==> src/inc/accel_regs_pkg.sv <==
// Register map, fields and codes of the register group.
// Assumes an 8-bit address space reached by a serial engine.
package accel_regs_pkg;

  // Register addresses
  localparam logic [7:0] ADDR_PAD_CTRL = 8'h22;
  localparam logic [7:0] ADDR_FMT_CTRL = 8'h23;
  localparam logic [7:0] ADDR_WAKE_CTRL = 8'h24;
  localparam logic [7:0] ADDR_FILTER_ZERO = 8'h25;
  localparam logic [7:0] ADDR_BASELINE = 8'h26;
  localparam logic [7:0] ADDR_STATUS = 8'h27;
  localparam logic [7:0] ADDR_OUT_X_LO = 8'h28;
  localparam logic [7:0] ADDR_OUT_Z_HI = 8'h2d;
  localparam logic [7:0] ADDR_IRQ1_SRC = 8'h31;
  localparam logic [7:0] ADDR_IRQ2_SRC = 8'h35;

  // Reset values
  localparam logic [7:0] PAD_CTRL_RST = 8'h00;
  localparam logic [7:0] FMT_CTRL_RST = 8'h00;
  localparam logic [7:0] WAKE_CTRL_RST = 8'h00;
  localparam logic [7:0] BASELINE_RST = 8'h00;

  // Writable bits; the rest read as zero
  localparam logic [7:0] PAD_CTRL_WMASK = 8'hff;
  localparam logic [7:0] FMT_CTRL_WMASK = 8'hf9;
  localparam logic [7:0] WAKE_CTRL_WMASK = 8'h03;

  // Interrupt pad control fields
  localparam int PAD_POL_BIT = 7;
  localparam int PAD_DRIVE_BIT = 6;
  localparam int PAD_LATCH2_BIT = 5;
  localparam int PAD_ROUTE2_LSB = 3;
  localparam int PAD_LATCH1_BIT = 2;
  localparam int PAD_ROUTE1_LSB = 0;

  // Output format control fields
  localparam int FMT_HOLD_BIT = 7;
  localparam int FMT_ORDER_BIT = 6;
  localparam int FMT_RANGE_LSB = 4;
  localparam int FMT_DIAG_POL_BIT = 3;
  localparam int FMT_DIAG_EN_BIT = 0;

  // Sleep-to-wake field
  localparam int WAKE_FUNC_LSB = 0;
  localparam logic [1:0] WAKE_FUNC_ON = 2'b11;

  // Pad route codes
  localparam logic [1:0] ROUTE_OWN = 2'b00;
  localparam logic [1:0] ROUTE_EITHER = 2'b01;
  localparam logic [1:0] ROUTE_DRDY = 2'b10;
  localparam logic [1:0] ROUTE_BOOT = 2'b11;

  // Full-scale codes (2'b10 is undefined and passed through)
  localparam logic [1:0] RANGE_2G = 2'b00;
  localparam logic [1:0] RANGE_4G = 2'b01;
  localparam logic [1:0] RANGE_8G = 2'b11;

  // Power mode codes
  localparam logic [2:0] PM_DOWN = 3'b000;
  localparam logic [2:0] PM_NORMAL = 3'b001;
  localparam logic [2:0] PM_LP_FIRST = 3'b010;
  localparam logic [2:0] PM_LP_LAST = 3'b110;

  // High-pass filter mode using the baseline value
  localparam logic [1:0] HPF_MODE_REF = 2'b01;

  // Interrupt source: event bit count
  localparam int SRC_EVENTS = 6;

endpackage

==> src/inc/axis_link_if.sv <==
// Link from the register group to one axis stage.
// Assumes both ends share one clock.
`timescale 1ns/1ps
interface axis_link_if #(parameter int W = 16);
  logic load;
  logic [W-1:0] sample;
  logic zero;
  logic rd_lo;
  logic rd_hi;
  logic hold_en;
  logic msb_first;
  logic [W/2-1:0] byte_lo;
  logic [W/2-1:0] byte_hi;
  logic ready;
  logic overrun;

  modport stage (input load, sample, zero, rd_lo, rd_hi, hold_en,
    msb_first, output byte_lo, byte_hi, ready, overrun);
  modport ctrl (output load, sample, zero, rd_lo, rd_hi, hold_en,
    msb_first, input byte_lo, byte_hi, ready, overrun);
endinterface

==> src/hdl/axis_output_stage.sv <==
// One axis output word: pairing hold, byte order, data flags.
// Assumes one-cycle read strobes on the register clock.
`timescale 1ns/1ps
module axis_output_stage
  #(parameter int W = 16)
  (
  // Clock and reset
  input wire logic clock,
  input wire logic rst_b,
  // Link to the register group
  axis_link_if.stage lnk
  );

  logic [W-1:0] word_q;
  logic hold_q;
  logic first_hi_q;
  logic ready_q;
  logic overrun_q;
  logic rd_any;
  logic release_now;
  logic freeze;

  // A hold ends when the other half of the pair is read or hold_en drops
  assign rd_any = lnk.rd_lo | lnk.rd_hi;
  assign release_now = hold_q & (first_hi_q ? lnk.rd_lo : lnk.rd_hi);
  assign freeze = lnk.hold_en & (hold_q ? ~release_now : rd_any);

  // Pairing hold tracking
  always_ff @(posedge clock or negedge rst_b)
    if (!rst_b)
    begin
      hold_q <= 1'b0;
      first_hi_q <= 1'b0;
    end
    else if (!lnk.hold_en || release_now)
      hold_q <= 1'b0;
    else if (!hold_q && rd_any)
    begin
      hold_q <= 1'b1;
      first_hi_q <= lnk.rd_hi;
    end

  // Output word: zeroing wins, a frozen word drops new samples
  always_ff @(posedge clock or negedge rst_b)
    if (!rst_b)
      word_q <= '0;
    else if (lnk.zero)
      word_q <= '0;
    else if (lnk.load && !freeze)
      word_q <= lnk.sample;

  // Flags: a new sample wins over a read in the same cycle
  always_ff @(posedge clock or negedge rst_b)
    if (!rst_b)
    begin
      ready_q <= 1'b0;
      overrun_q <= 1'b0;
    end
    else
    begin
      ready_q <= lnk.load | (ready_q & ~rd_any);
      overrun_q <= (lnk.load & ready_q) | (overrun_q & ~rd_any);
    end

  // Byte placement by address
  assign lnk.byte_lo = lnk.msb_first ? word_q[W-1:W/2] : word_q[W/2-1:0];
  assign lnk.byte_hi = lnk.msb_first ? word_q[W/2-1:0] : word_q[W-1:W/2];
  assign lnk.ready = ready_q;
  assign lnk.overrun = overrun_q;

endmodule // axis_output_stage

==> src/hdl/accel_ctrl_status_regs.sv <==
// Control and status register group: pad control, output
// format, sleep-to-wake, filter baseline and sample status.
// Assumes one-cycle read and write strobes with an 8-bit address
// and a sensor core on this clock.
//
// Summary of operation
// - Pad polarity bit: 0 high, 1 low.
// - Pad drive bit: 0 push-pull, 1 open-drain.
// - Interrupt-2 latch holds source until read.
// - Interrupt-1 latch holds source until read.
// - Route field picks own, OR, ready, boot.
// - Block-update holds output until pair read.
// - Byte order bit swaps bytes per address.
// - Range field selects 2, 4, 8 g.
// - Self-test sign bit picks stimulus polarity.
// - Self-test enable bit switches self-test.
// - Wake field 11 enables sleep-to-wake.
// - Interrupt wakes to normal; settings unchanged.
// - Filter-reset read zeroes filter (not in mode 01) and filtered outputs.
// - Baseline value used in reference mode.
// - New-data flags per axis and set.
// - Overrun flags per axis and set.
// - Power mode field decodes down/normal/low-power.
// - Mode 01 reference, others normal filtering.
// - Source read clears active flag and pad.
`timescale 1ns/1ps
module accel_ctrl_status_regs
  import accel_regs_pkg::*;
  #(parameter int W = 16)
  (
  // Clock and reset
  input wire logic clock,
  input wire logic rst_b,
  // Register access from the serial engine
  input wire logic [7:0] reg_addr,
  input wire logic reg_wr,
  input wire logic reg_rd,
  input wire logic [7:0] reg_wdata,
  output logic [7:0] reg_rdata,
  // Settings held in neighbouring registers
  input wire logic [2:0] power_mode_field,
  input wire logic [1:0] hpf_mode_field,
  input wire logic filtered_output_select,
  input wire logic hpf_on_irq1,
  input wire logic hpf_on_irq2,
  // Sensor core events and samples
  input wire logic boot_running,
  input wire logic [SRC_EVENTS-1:0] irq1_events,
  input wire logic [SRC_EVENTS-1:0] irq2_events,
  input wire logic [2:0] sample_valid,
  input wire logic [W-1:0] sample_x,
  input wire logic [W-1:0] sample_y,
  input wire logic [W-1:0] sample_z,
  // Interrupt pads
  output logic irq1_pad_o,
  output logic irq1_pad_oe_b,
  output logic irq2_pad_o,
  output logic irq2_pad_oe_b,
  // Controls to the sensor core
  output logic [1:0] range_select,
  output logic diag_enable,
  output logic diag_polarity,
  output logic run_power_down,
  output logic run_normal,
  output logic run_low_power,
  output logic [2:0] low_power_rate,
  output logic [7:0] hpf_baseline_bits,
  output logic hpf_reference_mode,
  output logic hpf_state_clear
  );

  // Latched sources gather until read, plain ones follow events;
  // a read never loses a fresh event.
  function automatic logic [SRC_EVENTS-1:0] src_next(
    input logic [SRC_EVENTS-1:0] cur,
    input logic [SRC_EVENTS-1:0] ev,
    input logic latch,
    input logic rd);
    if (latch && !rd)
      src_next = cur | ev;
    else
      src_next = ev;
  endfunction

  // Pad signal selection by route code
  function automatic logic route_sel(
    input logic [1:0] code,
    input logic own,
    input logic other,
    input logic drdy,
    input logic boot);
    unique case (code)
      ROUTE_OWN: route_sel = own;
      ROUTE_EITHER: route_sel = own | other;
      ROUTE_DRDY: route_sel = drdy;
      ROUTE_BOOT: route_sel = boot;
    endcase
  endfunction

  logic [7:0] pad_ctrl_q;
  logic [7:0] fmt_ctrl_q;
  logic [7:0] wake_ctrl_q;
  logic [7:0] baseline_q;
  logic [SRC_EVENTS-1:0] src1_q;
  logic [SRC_EVENTS-1:0] src2_q;
  logic ia1_q;
  logic ia2_q;
  logic awake_q;
  logic [7:0] reg_rdata_q;
  logic irq1_pad_o_q;
  logic irq1_pad_oe_b_q;
  logic irq2_pad_o_q;
  logic irq2_pad_oe_b_q;
  logic run_power_down_q;
  logic run_normal_q;
  logic run_low_power_q;
  logic hpf_reference_mode_q;
  logic hpf_state_clear_q;
  logic [2:0] low_power_rate_q;

  logic rd_src1;
  logic rd_src2;
  logic rd_zero;
  logic [SRC_EVENTS-1:0] src1_d;
  logic [SRC_EVENTS-1:0] src2_d;
  logic set_ready;
  logic set_overrun;
  logic pad1_sig;
  logic pad2_sig;
  logic wake_func;
  logic pm_low_power;
  logic [2:0] ready_v;
  logic [2:0] overrun_v;
  logic [W/2-1:0] byte_lo_v [3];
  logic [W/2-1:0] byte_hi_v [3];
  logic [W-1:0] sample_v [3];

  // Read strobes with side effects
  assign rd_src1 = reg_rd & (reg_addr == ADDR_IRQ1_SRC);
  assign rd_src2 = reg_rd & (reg_addr == ADDR_IRQ2_SRC);
  assign rd_zero = reg_rd & (reg_addr == ADDR_FILTER_ZERO);

  // Writable registers; read-only addresses take no write
  always_ff @(posedge clock or negedge rst_b)
    if (!rst_b)
    begin
      pad_ctrl_q <= PAD_CTRL_RST;
      fmt_ctrl_q <= FMT_CTRL_RST;
      wake_ctrl_q <= WAKE_CTRL_RST;
      baseline_q <= BASELINE_RST;
    end
    else if (reg_wr)
    begin
      unique case (reg_addr)
        ADDR_PAD_CTRL: pad_ctrl_q <= reg_wdata & PAD_CTRL_WMASK;
        ADDR_FMT_CTRL: fmt_ctrl_q <= reg_wdata & FMT_CTRL_WMASK;
        ADDR_WAKE_CTRL: wake_ctrl_q <= reg_wdata & WAKE_CTRL_WMASK;
        ADDR_BASELINE: baseline_q <= reg_wdata;
        default: ;
      endcase
    end

  // Source registers and active flags
  assign src1_d = src_next(src1_q, irq1_events,
    pad_ctrl_q[PAD_LATCH1_BIT], rd_src1);
  assign src2_d = src_next(src2_q, irq2_events,
    pad_ctrl_q[PAD_LATCH2_BIT], rd_src2);

  always_ff @(posedge clock or negedge rst_b)
    if (!rst_b)
    begin
      src1_q <= '0;
      src2_q <= '0;
      ia1_q <= 1'b0;
      ia2_q <= 1'b0;
    end
    else
    begin
      src1_q <= src1_d;
      src2_q <= src2_d;
      ia1_q <= |src1_d;
      ia2_q <= |src2_d;
    end

  // One output stage per axis
  assign sample_v[0] = sample_x;
  assign sample_v[1] = sample_y;
  assign sample_v[2] = sample_z;

  for (genvar i = 0; i < 3; i++)
  begin : g_axis
    axis_link_if #(.W(W)) lnk ();
    localparam logic [7:0] LO_ADDR = ADDR_OUT_X_LO + 8'(2 * i);
    localparam logic [7:0] HI_ADDR = ADDR_OUT_X_LO + 8'(2 * i + 1);

    assign lnk.load = sample_valid[i];
    assign lnk.sample = sample_v[i];
    // Filtered outputs drop to zero at once on a filter reset read
    assign lnk.zero = rd_zero & filtered_output_select;
    assign lnk.rd_lo = reg_rd & (reg_addr == LO_ADDR);
    assign lnk.rd_hi = reg_rd & (reg_addr == HI_ADDR);
    assign lnk.hold_en = fmt_ctrl_q[FMT_HOLD_BIT];
    assign lnk.msb_first = fmt_ctrl_q[FMT_ORDER_BIT];
    assign byte_lo_v[i] = lnk.byte_lo;
    assign byte_hi_v[i] = lnk.byte_hi;
    assign ready_v[i] = lnk.ready;
    assign overrun_v[i] = lnk.overrun;

    axis_output_stage #(.W(W)) u_stage (
      .clock(clock),
      .rst_b(rst_b),
      .lnk(lnk.stage)
    );
  end

  // Set flags summarise the three axes
  assign set_ready = &ready_v;
  assign set_overrun = |overrun_v;

  // Registered read data; reserved bits read zero
  always_ff @(posedge clock or negedge rst_b)
    if (!rst_b)
      reg_rdata_q <= 8'h00;
    else if (reg_rd)
    begin
      unique case (reg_addr)
        ADDR_PAD_CTRL: reg_rdata_q <= pad_ctrl_q;
        ADDR_FMT_CTRL: reg_rdata_q <= fmt_ctrl_q;
        ADDR_WAKE_CTRL: reg_rdata_q <= wake_ctrl_q;
        ADDR_BASELINE: reg_rdata_q <= baseline_q;
        ADDR_STATUS: reg_rdata_q <= {set_overrun, overrun_v[2],
          overrun_v[1], overrun_v[0], set_ready, ready_v};
        ADDR_IRQ1_SRC: reg_rdata_q <= {1'b0, ia1_q, src1_q};
        ADDR_IRQ2_SRC: reg_rdata_q <= {1'b0, ia2_q, src2_q};
        ADDR_OUT_X_LO: reg_rdata_q <= byte_lo_v[0];
        ADDR_OUT_X_LO + 8'h01: reg_rdata_q <= byte_hi_v[0];
        ADDR_OUT_X_LO + 8'h02: reg_rdata_q <= byte_lo_v[1];
        ADDR_OUT_X_LO + 8'h03: reg_rdata_q <= byte_hi_v[1];
        ADDR_OUT_X_LO + 8'h04: reg_rdata_q <= byte_lo_v[2];
        ADDR_OUT_Z_HI: reg_rdata_q <= byte_hi_v[2];
        default: reg_rdata_q <= 8'h00;
      endcase
    end

  // Pad signal by route code
  assign pad1_sig = route_sel(pad_ctrl_q[PAD_ROUTE1_LSB +: 2], ia1_q,
    ia2_q, set_ready, boot_running);
  assign pad2_sig = route_sel(pad_ctrl_q[PAD_ROUTE2_LSB +: 2], ia2_q,
    ia1_q, set_ready, boot_running);

  // Open drain only pulls low and floats otherwise:
  // a pull-up must sit outside.
  always_ff @(posedge clock or negedge rst_b)
    if (!rst_b)
    begin
      irq1_pad_o_q <= 1'b0;
      irq1_pad_oe_b_q <= 1'b0;
      irq2_pad_o_q <= 1'b0;
      irq2_pad_oe_b_q <= 1'b0;
    end
    else if (pad_ctrl_q[PAD_DRIVE_BIT])
    begin
      irq1_pad_o_q <= 1'b0;
      irq1_pad_oe_b_q <= pad1_sig ^ pad_ctrl_q[PAD_POL_BIT];
      irq2_pad_o_q <= 1'b0;
      irq2_pad_oe_b_q <= pad2_sig ^ pad_ctrl_q[PAD_POL_BIT];
    end
    else
    begin
      irq1_pad_o_q <= pad1_sig ^ pad_ctrl_q[PAD_POL_BIT];
      irq1_pad_oe_b_q <= 1'b0;
      irq2_pad_o_q <= pad2_sig ^ pad_ctrl_q[PAD_POL_BIT];
      irq2_pad_oe_b_q <= 1'b0;
    end

  // Sleep-to-wake: an interrupt lifts low power to normal rate
  // but leaves the stored power mode alone; awake lasts until
  // the function or low power is dropped.
  assign wake_func = wake_ctrl_q[WAKE_FUNC_LSB +: 2] == WAKE_FUNC_ON;
  assign pm_low_power = (power_mode_field >= PM_LP_FIRST) &&
    (power_mode_field <= PM_LP_LAST);

  always_ff @(posedge clock or negedge rst_b)
    if (!rst_b)
      awake_q <= 1'b0;
    else if (!wake_func || !pm_low_power)
      awake_q <= 1'b0;
    else if (ia1_q || ia2_q)
      awake_q <= 1'b1;

  // Power mode decode for the core
  always_ff @(posedge clock or negedge rst_b)
    if (!rst_b)
    begin
      run_power_down_q <= 1'b1;
      run_normal_q <= 1'b0;
      run_low_power_q <= 1'b0;
      low_power_rate_q <= PM_DOWN;
    end
    else
    begin
      run_power_down_q <= power_mode_field == PM_DOWN;
      run_normal_q <= (power_mode_field == PM_NORMAL) ||
        (pm_low_power && awake_q);
      run_low_power_q <= pm_low_power && !awake_q;
      low_power_rate_q <= power_mode_field;
    end

  // Reference mode needs a filter enable; the state clear
  // pulses one cycle after the reset address is read.
  always_ff @(posedge clock or negedge rst_b)
    if (!rst_b)
    begin
      hpf_reference_mode_q <= 1'b0;
      hpf_state_clear_q <= 1'b0;
    end
    else
    begin
      hpf_reference_mode_q <= (filtered_output_select | hpf_on_irq1 |
        hpf_on_irq2) & (hpf_mode_field == HPF_MODE_REF);
      hpf_state_clear_q <= rd_zero &&
        (hpf_mode_field != HPF_MODE_REF);
    end

  // Outputs straight from flip-flops
  assign reg_rdata = reg_rdata_q;
  assign irq1_pad_o = irq1_pad_o_q;
  assign irq1_pad_oe_b = irq1_pad_oe_b_q;
  assign irq2_pad_o = irq2_pad_o_q;
  assign irq2_pad_oe_b = irq2_pad_oe_b_q;
  assign range_select = fmt_ctrl_q[FMT_RANGE_LSB +: 2];
  assign diag_enable = fmt_ctrl_q[FMT_DIAG_EN_BIT];
  assign diag_polarity = fmt_ctrl_q[FMT_DIAG_POL_BIT];
  assign run_power_down = run_power_down_q;
  assign run_normal = run_normal_q;
  assign run_low_power = run_low_power_q;
  assign low_power_rate = low_power_rate_q;
  assign hpf_baseline_bits = baseline_q;
  assign hpf_reference_mode = hpf_reference_mode_q;
  assign hpf_state_clear = hpf_state_clear_q;

endmodule // accel_ctrl_status_regs

==> config.mk <==
export PLATFORM = sky130hd
export DESIGN_NAME = accel_ctrl_status_regs
export DESIGN_NICKNAME = d
export VERILOG_FILES = /design/src/inc/accel_regs_pkg.sv /design/src/inc/axis_link_if.sv /design/src/hdl/axis_output_stage.sv /design/src/hdl/accel_ctrl_status_regs.sv
export SDC_FILE = /design/constraint.sdc
export NUM_CORES = 1
export LEC_CHECK = 0
export BUFFER_PORTS_ARGS = -buffer_cell sky130_fd_sc_hd__clkbuf_2
export CAP_MARGIN = 20
export CORE_UTILIZATION = 40
export CTS_CLUSTER_SIZE = 25
export DETAILED_ROUTE_END_ITERATION = 6
export PLACE_DENSITY_LB_ADDON = 0.1
export SLEW_MARGIN = 10
export SYNTH_ARGS = -nofsm -noshare
export SYNTH_HDL_FRONTEND = slang
export SYNTH_SLANG_ARGS = --single-unit
export TNS_END_PERCENT = 10
==> constraint.sdc <==
create_clock -name clock -period 2.8 [get_ports clock]
set_input_delay 0.28 -clock clock [delete_from_list [all_inputs] [get_ports clock]]
set_output_delay 0.28 -clock clock [all_outputs]
set_load 0.1 [all_outputs]
# --- After elaboration in Yosys (flattened, before gate mapping) ---
# Index checks and enable logic that the tools add are counted.
totals:
  output_inout_bits: 32
  romBits: 0
  ramBits: 0
  latch_bits: 0
  regBits: 119
  mem_count: 0
  input_bits: 92
  wordCells: 198
classes:
  n_eq_ne: 24
  shifts: 0
  div: 0
  order_cmp: 2
  n_addsub: 0
  n_bitwise: 51
  n_reduce_logical: 51
  n_mul: 0
  muxes: 35
op_table:
  columns: ["op", "n"]
  rows:
  - ["== test 8 x 6 -> 1 bit, second input constant", 14]
  - ["one-hot mux 8 bit (13 select lines)", 1]
  - ["2-to-1 mux 16 bit", 6]
  - ["2-to-1 mux 8 bit", 6]
  - ["bitwise AND 1 bit", 26]
  - ["2-to-1 mux 1 bit", 18]
  - ["AND reduction 2 bit", 7]
  - ["nonzero test 2 bit", 7]
  - ["logical AND 1 bit", 12]
  - ["zero test 1 bit", 12]
  - ["2-to-1 mux 6 bit", 2]
  - ["bitwise OR 1 bit", 12]
  - ["bitwise OR 6 bit", 2]
  - ["OR reduction 6 bit", 2]
  - ["== test 2 bit, second input constant", 5]
  - ["inverter 1 bit", 9]
  - ["one-hot mux 1 bit (4 select lines)", 2]
  - ["== test 2 x 1 -> 1 bit, second input constant", 3]
  - ["logical OR 1 bit", 6]
  - ["zero test 2 bit", 2]
  - ["== test 3 x 1 -> 1 bit, second input constant", 1]
  - ["greater-or-equal comparator 3 x 2 -> 1 bit, second input constant", 1]
  - ["<= comparator 3 bit, second input constant", 1]
  - ["zero test 3 bit", 1]
  - ["other kinds (4)", 5]

# --- Logic depth before layout (Yosys ltp) ---
depth:
  ltp_word: 11
  mapped_depth: 9

# --- Hierarchy ---
# A second synthesis with hierarchy kept.
hier_totals:
  cells_unflattened: 632
  hier_area_um2: 6998.0
by_module_without_submodules:
  columns: ["mod", "cells_per_inst", "area_per_inst_um2", "instances"]
  rows:
  - ["axis_output_stage", 103, 1181.1, 3]
  - ["accel_ctrl_status_regs", 323, 3454.6, 1]

# --- Least setup slack after synthesis ---
# No wires, ideal clock.
synth_timing:
  path_kind: "input to register"
  startpoint: "input reg_addr[1]"
  endpoint: "register ia1_q"
  setup_slack_ns: 0.472
  required_ns: 2.668
  arrival_time_ns: 2.197
  path_stages: 6
  cell_sequence: "or4b_1 clkbuf_1 o41a_1 a21o_1 nor4_1 or3b_1"
synth_via:
  elab_chain_cells: 6
synth_rtl:
  columns: ["element", "line_no", "rtl"]
  rows:
  - ["start: declaration", "accel_ctrl_status_regs.sv:35", "input wire logic [7:0] reg_addr,"]
  - ["== test 8 x 6 -> 1 bit", "accel_ctrl_status_regs.sv:139", "assign rd_src1 = reg_rd & (reg_addr == ADDR_IRQ1_SRC);"]
  - ["bitwise AND 1 bit", "accel_ctrl_status_regs.sv:139", null]
  - ["zero test 1 bit", "accel_ctrl_status_regs.sv:79", "if (latch && !rd)"]
  - ["logical AND 1 bit", "accel_ctrl_status_regs.sv:79", null]
  - ["2-to-1 mux 6 bit", "accel_ctrl_status_regs.sv:79", null]
  - ["named net src1_d[2]", "accel_ctrl_status_regs.sv:124", "logic [SRC_EVENTS-1:0] src1_d;"]
  - ["OR reduction 6 bit", "accel_ctrl_status_regs.sv:181", "ia1_q <= |src1_d;"]
  - ["end signal: assignment", "accel_ctrl_status_regs.sv:181", null]
  - ["end: declaration", "accel_ctrl_status_regs.sv:106", "logic ia1_q;"]
# The timed path passes the listed nets, and every way through them passes these cells.
# A chain may end at the register's enable or synchronous reset.

# --- Final worst setup path ---
layout_timing:
  startpoint: "register fmt_ctrl_q[6]"
  endpoint: "register reg_rdata_q[4], in the netlist reg_rdata[4]"
layout_via:
  elab_chain_cells: 2
  word_cells_on_any_way: 7
layout_rtl:
  columns: ["element", "line_no", "rtl"]
  rows:
  - ["start: declaration", "accel_ctrl_status_regs.sv:101", "logic [7:0] fmt_ctrl_q;"]
  - ["start signal: assignment", "accel_ctrl_status_regs.sv:156", "ADDR_FMT_CTRL: fmt_ctrl_q <= reg_wdata & FMT_CTRL_WMASK;"]
  - ["2-to-1 mux 8 bit (on tied branches)", "axis_output_stage.sv:67, axis_output_stage.sv:66", null]
  - ["one-hot mux 8 bit (13 select lines) (*)", "accel_ctrl_status_regs.sv:226", "unique case (reg_addr)"]
  - ["end signal: assignment", "accel_ctrl_status_regs.sv:227", "ADDR_PAD_CTRL: reg_rdata_q <= pad_ctrl_q;"]
  - ["end signal: assignment", "accel_ctrl_status_regs.sv:228", "ADDR_FMT_CTRL: reg_rdata_q <= fmt_ctrl_q;"]
  - ["end signal: assignment", "accel_ctrl_status_regs.sv:229", "ADDR_WAKE_CTRL: reg_rdata_q <= wake_ctrl_q;"]
  - ["end: declaration", "accel_ctrl_status_regs.sv:109", "logic [7:0] reg_rdata_q;"]
# Mark *: on every way between the ends. The rest lies on a longest branch, timed or not.

==> flow_summary.json <==
{
  "ctsRootBufferMaster": "clkbuf_16",
  "synth_edf_count": 0,
  "p_leak_nw": 3.76,
  "grt_setup_unrepaired": "false",
  "fin_nets": 862,
  "drt_iter0_drc": 574,
  "synth_largest_area_cell": "dfrtp_1",
  "crit_slowest_cell": "dfrtp_2",
  "rows": 45,
  "dr.pass1.iters": 5,
  "hold_violations": 0,
  "gr-total-overflow": 0,
  "drtAntennaViolNets": 0,
  "cts_tree": "yes",
  "fin_area_mm2": 0.00802,
  "finalWirelength_um": 21200,
  "vdd_drop_max_uv": 389,
  "synth_area_leaders": "dfrtp_1 (46%), mux2i_1 (6.8%), mux2_2 (4.6%)",
  "vias_per_cell": 5.90,
  "synth-seq-cells": 119,
  "cp_max_fo": 22,
  "place_ws_ns": 0.238,
  "start_util_pct": 41.3,
  "status": "finished, final reports clean",
  "worstPathCellList": "buf_4, mux2i_1, o221ai_1, o21ai_0, o211ai_1",
  "synth_nets": 723,
  "yosys.area.top_type_share_pct": 46.5,
  "layout.cells.non_filler": 994,
  "cts_num_sinks": 119,
  "p_total_mw": 5.51,
  "critPathLaunch": "fmt_ctrl_q[6]$_DFFE_PN0P_",
  "io_pins": 124,
  "die_h_um": 128,
  "coreArea_mm2": 0.0154,
  "utilization_pct": 52.2,
  "dp_hpwl_um": 15900,
  "grt_pass1_vias": 5710,
  "wl_per_cell_um": 21.4,
  "ys.warnings.count": 0,
  "track_usage_pct": 27.4,
  "setup_viol": 0,
  "area_growth_syn_to_layout_pct": 26.3,
  "drive_gt1_share_pct": 28.7,
  "setup_ws_ns": 0.506,
  "yosys_most_used_dff": "dfrtp_1",
  "r2r-start": "fmt_ctrl_q[6]$_DFFE_PN0P_",
  "max_stage_delay_ns": 0.76,
  "finClkSkew_ns": 0.0105,
  "io_buffers": 123,
  "fill_cells": 1446,
  "yosys.area_share.simple_pct": 15.8,
  "cap_viol_max_count": 0,
  "hold_class": "in -> reg",
  "cts_buffers": 17,
  "grt_max_degree": 49,
  "regArea_mm2": 0.00298,
  "synth-xor-area-share_pct": 0.276,
  "final_common_cell": "clkbuf_2",
  "cp.arrival_ns": 2.58,
  "powerDensity_mw_per_mm2": 687,
  "multi_input_area_mm2": 0.00318,
  "synth.area.mux_share_pct": 13.5,
  "cts_max_level": 4,
  "drc_errors": 0,
  "cts-resized-gates": 0,
  "min_from": "power_mode_field[2]",
  "period_share_pct": 81.9,
  "worst_setup_path_start_kind": "register",
  "tns_ns": 0,
  "grt_first_pass_wirelength_um": 33200,
  "synthCells": 631,
  "die_w_um": 128,
  "clock.fmax_mhz": 436,
  "diodes": 0,
  "gp_congestion": 0.881,
  "antenna_found_initial": 0,
  "yosysUniqueCellTypes": 66,
  "syn_area_mm2": 0.00635,
  "maxSlewViolCount": 0,
  "crit_required_ns": 3.08,
  "cp_num_buf_inv": 1,
  "synth_top_family_by_area": "compound AO/OA/AOI/OAI gates",
  "cts_buffer_depth": 2,
  "criticalPathCategory": "reg -> reg",
  "period_needed_ns": 2.29,
  "crit_path_end_kind": "register",
  "clock_latency_ns": 0.42,
  "placed_area_mm2": 0.00738,
  "vias": 5863,
  "die-area_mm2": 0.0164,
  "avgSynthCellArea_um2": 10.1,
  "async_flop_share_pct": 100,
  "crit_family": "flip-flops",
  "synth-compound-area-share_pct": 20.2,
  "path_clk_slew_ns": 0.06,
  "slew_headroom_pct": 53.2,
  "final_cell_mix": "clkbuf_2 (122), dfrtp_1 (117), nand2_1 (59)",
  "dpl.cell_count": 960,
  "hold_ws_ns": 0.0260,
  "synth-seq-area-share_pct": 46.9,
  "worst-slew-pin-transition_ns": 0.699,
  "synth_fa_ha_area_share_pct": 0
}
==> Yosys cell counts (5+ instances only) <==
library cell	n
and2_1	5
nor2_1	15
dfrtp_1	118
nor2b_1	12
o22ai_1	5
o21ai_0	43
nand3_1	53
a31oi_1	5
a221oi_1	14
clkbuf_1	36
mux2_2	26
nor3_1	8
a221o_1	8
nand2_1	59
inv_1	12
a21oi_1	39
o31ai_1	7
nand4_1	12
a21o_1	14
a22o_1	6
mux2i_1	43
==> metal layers <==
metal  GRT usage, %  wire, um  vias up  part of all wire, %
met1           37.6      9340     2885                   44
met5              0         0        -                    0
met2           42.7      9850      260                   46
met3           7.01      1650       27                  7.8
met4           7.96       384        0                  1.8
li1               -         -     2691                    -
==> cell type report <==
cell class	instances	share of cell area, %
clock inverter	12	2.20
multi-input combinational	459	39.6
tap	211	3.29
inverter	12	0.561
clock buffer	20	5.57
sequential	119	37.1
timing repair buffer	161	11.6
==> path summary, 6_finish.rpt <==
kind / endpoint / slack [ns] / cells after the start
setup reg to reg: reg_rdata[4]$_DFFE_PN0P_ / 0.51 / 5
max in group asynchronous: g_axis[1].u_stage.word_q[15]$_DFFE_PN0P_ / 1.55 / 3
setup / recovery: reg_rdata[4]$_DFFE_PN0P_ / 0.51 / 5
hold / removal: low_power_rate[2]$_DFF_PN0_ / 0.03 / 1
hold reg to reg: run_low_power$_DFF_PN0_ / 0.48 / 1
min in group asynchronous: pad_ctrl_q[6]$_DFFE_PN0P_ / 0.41 / 2
==> logic make-up (layout without fill, tap and decap cells) <==
group / after synthesis / after routing
compound gates: 187 / 187
xor+xnor: 2 / 2
buf+inv: 53 / 205
flops: 119 / 119
mux: 77 / 77
simple gates: 193 / 193
==> registers in the layout (all words and copies together), names as in the netlist, 6 cells and up <==
signal / count
g_axis.u_stage.word_q: 48
hpf_baseline_bits: 8
pad_ctrl_q: 8
reg_rdata: 8
fmt_ctrl_q: 6
src1_q: 6
src2_q: 6
==> power breakdown <==
group          internal (mW)  switching (mW)
Combinational          0.389           0.617
Clock                   1.51           0.826
Sequential              1.94           0.225
Total                   3.84            1.67
==> what timing repair did <==
action	in CTS	in global routing
buffers inserted	0	0
hold endpoints to repair	40	0
hold buffers	2	0
No activity file was read; power rests on OpenSTA's default activity.
